<file path="src/hdl/codec_pkg.sv">
`default_nettype none
package codec_pkg;

    localparam int BYTE_W = 8;
    localparam int CHAR_W = 10;
    localparam int X_W = 5;
    localparam int Y_W = 3;
    localparam int X_COUNT = 1 << X_W;
    localparam int Y_COUNT = 1 << Y_W;
    localparam int I_POS = 4;
    localparam int COMMA_W = 7;

    localparam logic RD_NEG = 1'b0;
    localparam logic RD_POS = 1'b1;

    // 6-bit codes (abcdei) for the negative column, entry 31 first
    localparam logic [X_COUNT-1:0][5:0] SIX_NEG = {
        6'h2b, 6'h1e, 6'h2e, 6'h0e, 6'h36, 6'h16, 6'h26, 6'h33,
        6'h3a, 6'h1a, 6'h2a, 6'h0b, 6'h32, 6'h13, 6'h23, 6'h1b,
        6'h17, 6'h1c, 6'h2c, 6'h0d, 6'h34, 6'h15, 6'h25, 6'h39,
        6'h38, 6'h19, 6'h29, 6'h35, 6'h31, 6'h2d, 6'h1d, 6'h27};
    // 4-bit codes (fghj) after a negative 6-bit sub-block, entry 7 first
    localparam logic [Y_COUNT-1:0][3:0] FOUR_NEG = {
        4'he, 4'h6, 4'ha, 4'hd, 4'hc, 4'h5, 4'h9, 4'hb};
    localparam logic [3:0] ALT7_NEG = 4'h7;
    localparam logic [5:0] K28_SIX_NEG = 6'h0f;
    localparam logic [X_W-1:0] K28_X = 5'h1c;
    localparam logic [Y_W-1:0] Y7 = 3'h7;
    localparam logic [X_COUNT-1:0] A7_NEG_MASK = 32'h0016_0000;
    localparam logic [X_COUNT-1:0] A7_POS_MASK = 32'h0000_6800;
    localparam logic [X_COUNT-1:0] K_X7_MASK = 32'h6880_0000;
    localparam logic [Y_COUNT-1:0] BAL_Y_MASK = 8'h66;

    localparam logic [5:0] SIX_TIE_POS = 6'h07;
    localparam logic [5:0] SIX_TIE_NEG = 6'h38;
    localparam logic [3:0] FOUR_TIE_POS = 4'h3;
    localparam logic [3:0] FOUR_TIE_NEG = 4'hc;
    localparam int SIX_HALF = 3;
    localparam int FOUR_HALF = 2;
    localparam int CHAR_HALF = 5;
    localparam int CHAR_ONES_MIN = 4;
    localparam int CHAR_ONES_MAX = 6;

    localparam logic [BYTE_W-1:0] FORCE_A_BYTE = 8'he1;
    localparam logic [BYTE_W-1:0] FORCE_B_BYTE = 8'he2;
    localparam logic [BYTE_W-1:0] K28P5_BYTE = 8'hbc;
    localparam logic [CHAR_W-1:0] K28P5_NEG = 10'h0fa;
    localparam logic [CHAR_W-1:0] K28P5_POS = 10'h305;
    localparam logic [COMMA_W-1:0] COMMA_POS = 7'h1f;
    localparam logic [COMMA_W-1:0] COMMA_NEG = 7'h60;

    typedef struct packed {
        logic special;
        logic [BYTE_W-1:0] data;
    } byte_s;

    typedef struct packed {
        byte_s b;
        logic violation;
    } decode_s;

    typedef struct packed {
        logic [1:0] rst_sync;
        logic tx_rd;
        logic rx_rd;
        logic rx_valid;
        byte_s rx_byte;
        logic rx_violation;
        logic rx_comma;
    } codec_state_s;

endpackage
`default_nettype wire

</file>
<file path="src/hdl/char_serializer.sv">
`timescale 1ns/1ps
`default_nettype none
module char_serializer #(
    parameter int CHAR_W = codec_pkg::CHAR_W
) (
    // clock and reset
    input wire logic clk,
    input wire logic rst_n,
    // parallel side
    input wire logic load,
    input wire logic [CHAR_W-1:0] char_in,
    output logic ready,
    // line
    output logic ser_out
);
    localparam int CNT_W = $clog2(CHAR_W + 1);
    localparam logic [CNT_W-1:0] CNT_FULL = CNT_W'(CHAR_W);
    localparam logic [CNT_W-1:0] CNT_LAST = CNT_W'(1);

    if (CHAR_W < 2) begin : g_bad_width
        $error("char_serializer needs at least two bits");
    end

    typedef struct packed {
        logic [CHAR_W-1:0] shift;
        logic [CNT_W-1:0] cnt;
    } ser_state_s;

    ser_state_s st_q;
    ser_state_s st_d;

    always_comb begin
        st_d = st_q;
        if (st_q.cnt != '0) begin
            st_d.shift = {st_q.shift[CHAR_W-2:0], 1'b0};
            st_d.cnt = st_q.cnt - CNT_LAST;
        end
        // reload on the last bit so characters follow with no idle bit
        if (load) begin
            st_d.shift = char_in;
            st_d.cnt = CNT_FULL;
        end
    end

    always_ff @(posedge clk or negedge rst_n) begin
        if (!rst_n) begin
            st_q <= '0;
        end else begin
            st_q <= st_d;
        end
    end

    assign ready = (st_q.cnt <= CNT_LAST);
    assign ser_out = st_q.shift[CHAR_W-1];
endmodule
`default_nettype wire

</file>
<file path="src/hdl/char_deserializer.sv">
`timescale 1ns/1ps
`default_nettype none
module char_deserializer #(
    parameter int CHAR_W = codec_pkg::CHAR_W
) (
    // clock and reset
    input wire logic clk,
    input wire logic rst_n,
    // line
    input wire logic ser_in,
    // parallel side
    output logic [CHAR_W-1:0] word,
    output logic strobe
);
    localparam int CNT_W = $clog2(CHAR_W);
    localparam logic [CNT_W-1:0] CNT_END = CNT_W'(CHAR_W - 1);
    localparam logic [CNT_W-1:0] CNT_STEP = CNT_W'(1);

    if (CHAR_W < 2) begin : g_bad_width
        $error("char_deserializer needs at least two bits");
    end

    typedef struct packed {
        logic [CHAR_W-1:0] sh;
        logic [CNT_W-1:0] cnt;
        logic [CHAR_W-1:0] word;
        logic strobe;
    } des_state_s;

    des_state_s st_q;
    des_state_s st_d;

    // no framing: boundaries count from reset release
    always_comb begin
        st_d = st_q;
        st_d.sh = {st_q.sh[CHAR_W-2:0], ser_in};
        st_d.strobe = 1'b0;
        if (st_q.cnt == CNT_END) begin
            st_d.word = {st_q.sh[CHAR_W-2:0], ser_in};
            st_d.strobe = 1'b1;
            st_d.cnt = '0;
        end else begin
            st_d.cnt = st_q.cnt + CNT_STEP;
        end
    end

    always_ff @(posedge clk or negedge rst_n) begin
        if (!rst_n) begin
            st_q <= '0;
        end else begin
            st_q <= st_d;
        end
    end

    assign word = st_q.word;
    assign strobe = st_q.strobe;
endmodule
`default_nettype wire

</file>
<file path="src/hdl/codec_8b10b.sv">
`timescale 1ns/1ps
`default_nettype none
module codec_8b10b (
    // clock and reset
    input wire logic clk,
    input wire logic rst_n,
    // transmit byte side
    input wire logic tx_valid,
    input wire codec_pkg::byte_s tx_byte,
    output logic tx_ready,
    // serial line
    output logic ser_out,
    input wire logic ser_in,
    // receive byte side
    output logic rx_valid,
    output codec_pkg::byte_s rx_byte,
    output logic rx_violation,
    output logic rx_comma,
    // disparity state
    output logic tx_disparity,
    output logic rx_disparity
);
    ////////////////////////////////////////////////////////////////////////////
    // code functions

    function automatic logic sub6(input logic rd, input logic [5:0] s);
        if (($countones(s) > codec_pkg::SIX_HALF) || (s == codec_pkg::SIX_TIE_POS)) begin
            return codec_pkg::RD_POS;
        end
        if (($countones(s) < codec_pkg::SIX_HALF) || (s == codec_pkg::SIX_TIE_NEG)) begin
            return codec_pkg::RD_NEG;
        end
        return rd;
    endfunction

    function automatic logic sub4(input logic rd, input logic [3:0] f);
        if (($countones(f) > codec_pkg::FOUR_HALF) || (f == codec_pkg::FOUR_TIE_POS)) begin
            return codec_pkg::RD_POS;
        end
        if (($countones(f) < codec_pkg::FOUR_HALF) || (f == codec_pkg::FOUR_TIE_NEG)) begin
            return codec_pkg::RD_NEG;
        end
        return rd;
    endfunction

    // first sub-block starts from the old value, second from the first
    function automatic logic char_disp(input logic rd, input logic [codec_pkg::CHAR_W-1:0] c);
        return sub4(sub6(rd, c[9:4]), c[3:0]);
    endfunction

    // abcdei from EDCBA and the K28 flag; the positive column flips unbalanced codes
    function automatic logic [5:0] six_code(input logic [4:0] x, input logic rd, input logic k28);
        logic [5:0] c;
        c = k28 ? codec_pkg::K28_SIX_NEG : codec_pkg::SIX_NEG[x];
        if (rd && (($countones(c) != codec_pkg::SIX_HALF) || (c == codec_pkg::SIX_TIE_NEG))) begin
            c = ~c;
        end
        return c;
    endfunction

    // fghj from HGF, steered by the mid-character disparity
    function automatic logic [3:0] four_code(input logic [2:0] y, input logic rdm, input logic k,
                                             input logic [4:0] x);
        logic alt;
        logic inv;
        logic [3:0] c;
        alt = (y == codec_pkg::Y7) && (k || (!rdm && codec_pkg::A7_NEG_MASK[x]) ||
                                      (rdm && codec_pkg::A7_POS_MASK[x]));
        c = alt ? codec_pkg::ALT7_NEG : codec_pkg::FOUR_NEG[y];
        // balanced specials flip the other way so the comma stays unique
        inv = codec_pkg::BAL_Y_MASK[y] ? (k && !rdm) : rdm;
        if (inv) begin
            c = ~c;
        end
        return c;
    endfunction

    function automatic logic [codec_pkg::CHAR_W-1:0] encode(input codec_pkg::byte_s b, input logic rd);
        logic start;
        logic k;
        logic rdm;
        logic [4:0] x;
        logic [2:0] y;
        logic [5:0] s;
        logic [3:0] f;
        start = rd;
        k = b.special;
        x = b.data[4:0];
        y = b.data[7:5];
        if (k && (b.data == codec_pkg::FORCE_A_BYTE)) begin
            start = codec_pkg::RD_NEG;
            x = codec_pkg::K28P5_BYTE[4:0];
            y = codec_pkg::K28P5_BYTE[7:5];
        end else if (k && (b.data == codec_pkg::FORCE_B_BYTE)) begin
            start = codec_pkg::RD_POS;
            x = codec_pkg::K28P5_BYTE[4:0];
            y = codec_pkg::K28P5_BYTE[7:5];
        end else if (k && !((x == codec_pkg::K28_X) || ((y == codec_pkg::Y7) && codec_pkg::K_X7_MASK[x]))) begin
            // undefined specials would break the comma property, send a comma instead
            x = codec_pkg::K28P5_BYTE[4:0];
            y = codec_pkg::K28P5_BYTE[7:5];
        end
        s = six_code(x, start, k && (x == codec_pkg::K28_X));
        rdm = sub6(start, s);
        f = four_code(y, rdm, k, x);
        return {s, f};
    endfunction

    function automatic codec_pkg::decode_s decode(input logic [codec_pkg::CHAR_W-1:0] w, input logic rd);
        codec_pkg::decode_s r;
        logic found6;
        logic found4;
        logic k6;
        logic kk;
        logic rdm;
        logic [4:0] x;
        logic [2:0] y;
        found6 = 1'b0;
        found4 = 1'b0;
        k6 = 1'b0;
        kk = 1'b0;
        x = '0;
        y = '0;
        // search only the column of the current disparity
        for (int i = 0; i < codec_pkg::X_COUNT; i++) begin
            if (six_code(5'(i), rd, 1'b0) == w[9:4]) begin
                found6 = 1'b1;
                x = 5'(i);
            end
        end
        if (six_code(codec_pkg::K28_X, rd, 1'b1) == w[9:4]) begin
            found6 = 1'b1;
            k6 = 1'b1;
            x = codec_pkg::K28_X;
        end
        rdm = sub6(rd, w[9:4]);
        for (int j = 0; j < codec_pkg::Y_COUNT; j++) begin
            if (!k6 && (four_code(3'(j), rdm, 1'b0, x) == w[3:0])) begin
                found4 = 1'b1;
                y = 3'(j);
                kk = 1'b0;
            end
            if ((k6 || ((3'(j) == codec_pkg::Y7) && codec_pkg::K_X7_MASK[x])) &&
                (four_code(3'(j), rdm, 1'b1, x) == w[3:0])) begin
                found4 = 1'b1;
                y = 3'(j);
                kk = 1'b1;
            end
        end
        r.b.special = kk;
        r.b.data = {y, x};
        r.violation = !(found6 && found4);
        return r;
    endfunction

    ////////////////////////////////////////////////////////////////////////////
    // state

    codec_pkg::codec_state_s st_q;
    codec_pkg::codec_state_s st_d;
    logic srst_n;
    logic ser_ready;
    logic tx_fire;
    logic [codec_pkg::CHAR_W-1:0] tx_char;
    logic [codec_pkg::CHAR_W-1:0] rx_word;
    logic rx_strobe;
    logic tx_a_bit;
    logic tx_i_bit;
    logic tx_forced;
    codec_pkg::decode_s rx_dec;

    assign srst_n = st_q.rst_sync[1];
    assign tx_ready = ser_ready && srst_n;
    assign tx_fire = tx_valid && tx_ready;
    assign tx_char = encode(tx_byte, st_q.tx_rd);
    assign tx_a_bit = tx_char[codec_pkg::CHAR_W-1];
    assign tx_i_bit = tx_char[codec_pkg::I_POS];
    assign tx_forced = tx_byte.special && ((tx_byte.data == codec_pkg::FORCE_A_BYTE) ||
                                           (tx_byte.data == codec_pkg::FORCE_B_BYTE));
    assign rx_dec = decode(rx_word, st_q.rx_rd);

    always_comb begin
        st_d = st_q;
        st_d.rst_sync = {st_q.rst_sync[0], 1'b1};
        st_d.rx_valid = 1'b0;
        if (!srst_n) begin
            st_d.tx_rd = codec_pkg::RD_NEG;
            st_d.rx_rd = codec_pkg::RD_NEG;
            st_d.rx_byte = '0;
            st_d.rx_violation = 1'b0;
            st_d.rx_comma = 1'b0;
        end else begin
            if (tx_fire) begin
                st_d.tx_rd = char_disp(st_q.tx_rd, tx_char);
            end
            if (rx_strobe) begin
                st_d.rx_valid = 1'b1;
                st_d.rx_byte = rx_dec.b;
                st_d.rx_violation = rx_dec.violation;
                st_d.rx_comma = (rx_word[9:3] == codec_pkg::COMMA_POS) ||
                                (rx_word[9:3] == codec_pkg::COMMA_NEG);
                st_d.rx_rd = char_disp(st_q.rx_rd, rx_word);
            end
        end
    end

    always_ff @(posedge clk or negedge rst_n) begin
        if (!rst_n) begin
            st_q <= '0;
        end else begin
            st_q <= st_d;
        end
    end

    ////////////////////////////////////////////////////////////////////////////
    // line side

    char_serializer #(.CHAR_W(codec_pkg::CHAR_W)) u_ser (
        .clk(clk),
        .rst_n(srst_n),
        .load(tx_fire),
        .char_in(tx_char),
        .ready(ser_ready),
        .ser_out(ser_out)
    );

    char_deserializer #(.CHAR_W(codec_pkg::CHAR_W)) u_des (
        .clk(clk),
        .rst_n(srst_n),
        .ser_in(ser_in),
        .word(rx_word),
        .strobe(rx_strobe)
    );

    assign rx_valid = st_q.rx_valid;
    assign rx_byte = st_q.rx_byte;
    assign rx_violation = st_q.rx_violation;
    assign rx_comma = st_q.rx_comma;
    assign tx_disparity = st_q.tx_rd;
    assign rx_disparity = st_q.rx_rd;

    ////////////////////////////////////////////////////////////////////////////
    // checks

    a_tx_char_gap: assert property (@(posedge clk) disable iff (!srst_n)
        tx_fire |=> !tx_ready [*8])
        else $error("transmitter took a byte before its character was out");

    a_tx_first_bit: assert property (@(posedge clk) disable iff (!srst_n)
        tx_fire |=> (ser_out == $past(tx_a_bit)))
        else $error("bit a was not sent first");

    a_tx_i_slot: assert property (@(posedge clk) disable iff (!srst_n)
        tx_fire |-> ##6 (ser_out == $past(tx_i_bit, 6)))
        else $error("bit i not in sixth slot");

    a_tx_balance: assert property (@(posedge clk) disable iff (!srst_n)
        tx_fire |-> ($countones(tx_char) >= codec_pkg::CHAR_ONES_MIN) &&
                    ($countones(tx_char) <= codec_pkg::CHAR_ONES_MAX))
        else $error("sent character has illegal weight");

    a_tx_column: assert property (@(posedge clk) disable iff (!srst_n)
        (tx_fire && !tx_forced && ($countones(tx_char) != codec_pkg::CHAR_HALF)) |->
        (($countones(tx_char) > codec_pkg::CHAR_HALF) == (st_q.tx_rd == codec_pkg::RD_NEG)))
        else $error("unbalanced character sent in wrong column");

    a_tx_rd_pos: assert property (@(posedge clk) disable iff (!srst_n)
        (tx_fire && ($countones(tx_char) > codec_pkg::CHAR_HALF)) |=> (tx_disparity == codec_pkg::RD_POS))
        else $error("disparity not positive after heavy character");

    a_tx_rd_neg: assert property (@(posedge clk) disable iff (!srst_n)
        (tx_fire && ($countones(tx_char) < codec_pkg::CHAR_HALF)) |=> (tx_disparity == codec_pkg::RD_NEG))
        else $error("disparity not negative after light character");

    a_tx_forced_a: assert property (@(posedge clk) disable iff (!srst_n)
        (tx_fire && tx_byte.special && (tx_byte.data == codec_pkg::FORCE_A_BYTE)) |->
        (tx_char == codec_pkg::K28P5_NEG))
        else $error("forcing code a gave wrong character");

    a_rx_weight_viol: assert property (@(posedge clk) disable iff (!srst_n)
        (rx_strobe && (($countones(rx_word) < codec_pkg::CHAR_ONES_MIN) ||
                       ($countones(rx_word) > codec_pkg::CHAR_ONES_MAX))) |=> (rx_valid && rx_violation))
        else $error("illegal-weight character not flagged");

    // a heavy fghj ends positive whatever came before, valid character or not
    a_rx_rd_always: assert property (@(posedge clk) disable iff (!srst_n)
        (rx_strobe && ($countones(rx_word[3:0]) > codec_pkg::FOUR_HALF)) |=>
        (rx_disparity == codec_pkg::RD_POS))
        else $error("receive disparity not updated by character");

    a_rx_char_rate: assert property (@(posedge clk) disable iff (!srst_n)
        rx_valid |=> !rx_valid [*8])
        else $error("receive characters closer than ten bits");
endmodule
`default_nettype wire

</file>
<file path="config.mk">
export PLATFORM = sky130hd
export DESIGN_NAME = codec_8b10b
export DESIGN_NICKNAME = d
export VERILOG_FILES = /design/src/hdl/codec_pkg.sv /design/src/hdl/char_serializer.sv /design/src/hdl/char_deserializer.sv /design/src/hdl/codec_8b10b.sv
export SDC_FILE = /design/constraint.sdc
export NUM_CORES = 1
export LEC_CHECK = 0
export ABC_AREA = 1
export ABC_CLOCK_PERIOD_IN_PS = 2000
export BUFFER_PORTS_ARGS = -buffer_cell sky130_fd_sc_hd__buf_2
export CAP_MARGIN = 10
export CORE_MARGIN = 5
export CORE_UTILIZATION = 63
export DETAILED_ROUTE_END_ITERATION = 8
export PLACE_DENSITY = 0.8
export SETUP_SLACK_MARGIN = 0.5
export SLEW_MARGIN = 15
export SYNTH_ARGS = -nofsm -noshare
export SYNTH_HDL_FRONTEND = slang
export SYNTH_SLANG_ARGS = --single-unit
</file>
<file path="constraint.sdc">
create_clock -name clk -period 2 [get_ports clk]
set_clock_uncertainty 0.05 [all_clocks]
set_input_delay 0 -clock clk [delete_from_list [all_inputs] [get_ports clk]]
set_output_delay 0 -clock clk [all_outputs]
set_load 0.1 [all_outputs]
</file>
==> impl_metrics.toml, run 1 <==
[yosys]
yosys.area_share.adder = 0.1481
synth-seq-area-share = 0.2710
synth-edff-count = 0
synth-simple-area-share = 0.3184
synth-seq-cells = 54
synth_top_family_by_area = "simple AND/OR/NAND/NOR gates"
syn_area_per_cell_um2 = 6.973
synthXorXnorAreaFrac = 0.02459
synth_compound_area_frac = 0.1247
synth_area_um2 = 4986
synth_flop_cell = "dfrtp_1"
synth_warnings = 0
synthDistinctLibCells = 44
synth_nets = 781
syn_inst = 715
muxShareOfSynthArea = 0.002008
async_reset_ff_frac = 1.000

[clocking]
cts_max_path_buffers = 2
post_cts_buffers = 83
holdBufCountCts = 2
cts_made_buffers = 5
clock-root-buffer = "clkbuf_8"
htree_levels = 2
clock_sinks = 54
cts_resized = 119

[placed_design]
place_hpwl_um = 12600
port_buffers = 28
place_inst = 1020
dpl_cell_area_um2 = 7015
place.gp.congestion = 0.9799

[floorplan]
ioPinCount = 29
start_util = 0.6452
die_x_um = 98.96
rows = 32
die_h_um = 98.96

[status]
outcome = "did not finish"
haltStage = "clock tree synthesis (4_1_cts)"
stop_error = "[ERROR DPL-0038] Utilization greater than 100%, impossible to legalize"
## cells in the mapped netlist (5+ instances only)
cell      count  area, µm²
ha_1         43      538.0
a21oi_1      23      115.1
nand2_2      11      68.82
a31oi_1       8      50.05
fa_1         10      200.2
o21ai_0      49      245.2
nand3_1      49      245.2
nand2_4       5      56.30
nand4_1       8      50.05
nor2_1       77      289.0
nor3_1       26      130.1
nand2_1     142      533.0
dfrtp_1      54       1351
inv_2         5      18.77
inv_1       124      465.5
nand3_2      12      120.1
clkbuf_1      9      33.78
xor2_1       11      96.34
## per-stage QoR
stage	TNS [ps]	setup WS, ps	util
2_1_floorplan	-47140	-5760	-
3_3_place_gp	-51670	-5776	0.9079
3_5_place_dp	-55520	-6178	0.9079
## kinds of logic after synthesis
kind of cell	after synthesis
compound gates	106
xor+xnor	14
fa+ha+maj	53
buf+inv	142
flops	54
mux	1
other cells	1
simple gates	344
==> run 2: changes to the inputs <==
--- a/config.mk
+++ b/config.mk
@@ -10,10 +10,9 @@
 export BUFFER_PORTS_ARGS = -buffer_cell sky130_fd_sc_hd__buf_2
 export CAP_MARGIN = 10
 export CORE_MARGIN = 5
-export CORE_UTILIZATION = 63
+export CORE_UTILIZATION = 40
 export DETAILED_ROUTE_END_ITERATION = 8
-export PLACE_DENSITY = 0.8
-export SETUP_SLACK_MARGIN = 0.5
+export PLACE_DENSITY_LB_ADDON = 0.15
 export SLEW_MARGIN = 15
 export SYNTH_ARGS = -nofsm -noshare
 export SYNTH_HDL_FRONTEND = slang
==> run 2 against run 1 <==
  * The flow now finishes, with violations (setup timing)
  * Synthesized cell count unchanged
  * Area after synthesis unchanged
==> impl_metrics.toml, run 2 <==
[yosys]
async_reset_ff_frac = 1.000
synthDistinctLibCells = 44
synth_most_common_cell = "nand2_1"
syn_inst = 715
synthTopCellsByArea = "dfrtp_1 27%, ha_1 11%, nand2_1 11%"
synth_area_um2 = 4986
synth_nets = 781
synth-seq-area-share = 0.2710
syn_area_per_cell_um2 = 6.973
synth-seq-cells = 54
synth-edff-count = 0
yosys.area.top_type = "dfrtp_1"
synth_flop_cell = "dfrtp_1"
synth.top_cell.area_share = 0.2710
synth_warnings = 0
synth_common_cells = "142 x nand2_1, 124 x inv_1, 77 x nor2_1, 54 x dfrtp_1"

[power_and_ir_drop]
p_leak_uw = 0.004503
ir_worst_vdd_mv = 1.479
p_per_area_nw_per_um2 = 1180
netSwitchingPower_uw = 4649
power_uw = 10230
pwr-share-comb = 0.772
sequentialPowerShare = 0.130
p_int_uw = 5581
switching_share = 0.4544
p_clk_frac = 0.098

[setup_path]
worstPathArrival_ps = 8080
cpMostUsedCell = "buf_4"
path_buf_inv = 27
worst_setup_path_end_kind = "flop"
critical_path.startpoint_type = "primary input"
cpPeakStageDelay_ps = 530
crit_start = "tx_byte[1]"
critPathKind = "in2reg"
crit_required_ps = 2180
reg2regPathDepth = 31
cp_max_fo = 4
cpMaxStageDelayCell = "fa_1"
regToRegSetupSlack_ps = -3360
r2r-end = "tx_disparity"
r2r-start = "tx_disparity"
crit_family = "buffers and inverters"

[clocking]
clock-root-buffer = "clkbuf_16"
clk_latency_ps = 290
cts_max_path_buffers = 2
clock_sinks = 54
cts_made_buffers = 5
htree_levels = 2
clk_pin_slew_ps = 70
cts_tree = "yes"

[min_path]
hold_path_class = "in2async"

[detailed_routing]
wl_um = 17480
post_drt_wl_per_cell_um = 14.50
ant_nets = 0
drc = 0
vias = 6034
vias_per_cell = 5.003
drtIter0Drc = 284
dr.pass1.iters = 5

[timing]
fin_crit_ps = 7897
tightest_slew_ps = 752.0
fin_ws_ps = -5897
relSlewSlack = 0.4968
fmax_mhz = 126.6
hold_viol_final = 0
slew_viol_final = 0
setup_viol = 22
timing.hold.ws_ps = 108.9
rsz0062_at_grt = "yes"
timing.final.crit_share = 3.948

[layout]
nets = 1103
antenna_cells = 0
drive_gt1_frac = 0.5087
layout_common_cells = "266 x buf_4, 113 x nand2_1, 97 x inv_1"
largest_register = "u_ser.st_q"
largest_reg_flops = 13
layout-area-overhead-vs-synth_pct = 73.93
final_common_cell = "buf_4"
fill_cells = 882

[grt]
grtUsageTotal = 0.2303
grt_use_met2 = 0.4453
grt_pass1_wl_um = 28260
grt_pass1_vias = 6213
antenna_found_initial = 0
grt_max_degree = 25
met3_usage = 0.03203
gr-max-usage-layer = "met2"
grtUsageMet1 = 0.2536
overflow = 0

[floorplan]
die_h_um = 121.6
die_x_um = 121.6
die_area_um2 = 14800
start_util = 0.4117
coreArea_um2 = 12110
ioPinCount = 29
rows = 40

[status]
violations = "setup timing"
outcome = "finished with violations"

[placed_design]
place.gp.congestion = 0.9101
place_hpwl_um = 11290
port_buffers = 28

[job]
cap_violations = 0
==> run 2: cells by family (layout without fill, tap and decap cells) <==
| logic type | after synthesis | after routing | share of synthesized area |
|---|---|---|---|
| AOI/OAI and AO/OA | 106 | 106 | 0.1247 |
| xor gates and xnor gates | 14 | 14 | 0.02459 |
| adders and majority gates | 53 | 53 | 0.1481 |
| buffers and inverters | 142 | 465 | 0.1104 |
| DFF | 54 | 54 | 0.2710 |
| muxes | 1 | 1 | 0.002008 |
| other | 1 | 1 | 0.0007521 |
| and+or+nand+nor | 344 | 344 | 0.3184 |
==> run 2: power groups by stage <==
stage          Sequential [µW]  Clock, µW  Combinational (µW)
4_1_cts                   1330       1030                7210
2_1_floorplan             1480          0                4160
3_3_place_gp              1340          0                5970
6_report                  1330       1010                7890
5_1_grt                   1340       1080                8540
3_5_place_dp              1350          0                6290
==> run 2: worst max path at each step <==
stage / to / slack, ps / cells past startpoint
6_report: tx_disparity / -5900 / 61
5_1_grt: tx_disparity / -6140 / 58
4_1_cts: tx_disparity / -5530 / 54
3_5_place_dp: tx_disparity / -6130 / 52
3_3_place_gp: tx_disparity / -5830 / 52
2_1_floorplan: tx_disparity / -5760 / 55
==> run 2: repair_timing <==
action / in CTS / in global routing
resized for setup: 93 / 77
endpoints found under the hold margin: 19 / 0
setup buffers: 92 / 24
pin swaps: 56 / 51
setup endpoints to repair: 22 / 22
hold buffers: 3 / 0
==> run 2: layer usage <==
metal / up-vias / wire [µm] / part of all wire
met4: 0 / 584 / 0.033
li1: 2939 / - / -
met1: 2858 / 6619 / 0.38
met2: 183 / 9616 / 0.55
met3: 54 / 664 / 0.038
met5: - / 0 / 0
==> run 2: cell type report <==
type / instances / area, µm² / area share
clock buffer: 5 / 125.1 / 0.01443
clock inverter: 3 / 43.79 / 0.005050
inverter: 129 / 509.2 / 0.05872
multi-input combinational: 519 / 3884 / 0.4478
sequential: 54 / 1363 / 0.1571
tap: 168 / 210.2 / 0.02424
timing repair buffer: 328 / 2537 / 0.2926
==> run 2: stage by stage <==
step | std cells | TNS, ps | worst slack, ps | utilization | area (µm²)
after floorplan | 715 | -47140 | -5760 | - | 5408
after global placement | 1093 | -52970 | -5827 | 0.5892 | 7136
after detailed placement | 1093 | -55700 | -6130 | 0.5892 | 7136
after CTS | 1194 | -48650 | -5532 | 0.6855 | 8303
after global routing | 1206 | -56850 | -6143 | 0.7160 | 8672
final | 1206 | -51990 | -5897 | 0.7160 | 8672
(Power assumes the default switching activity.)
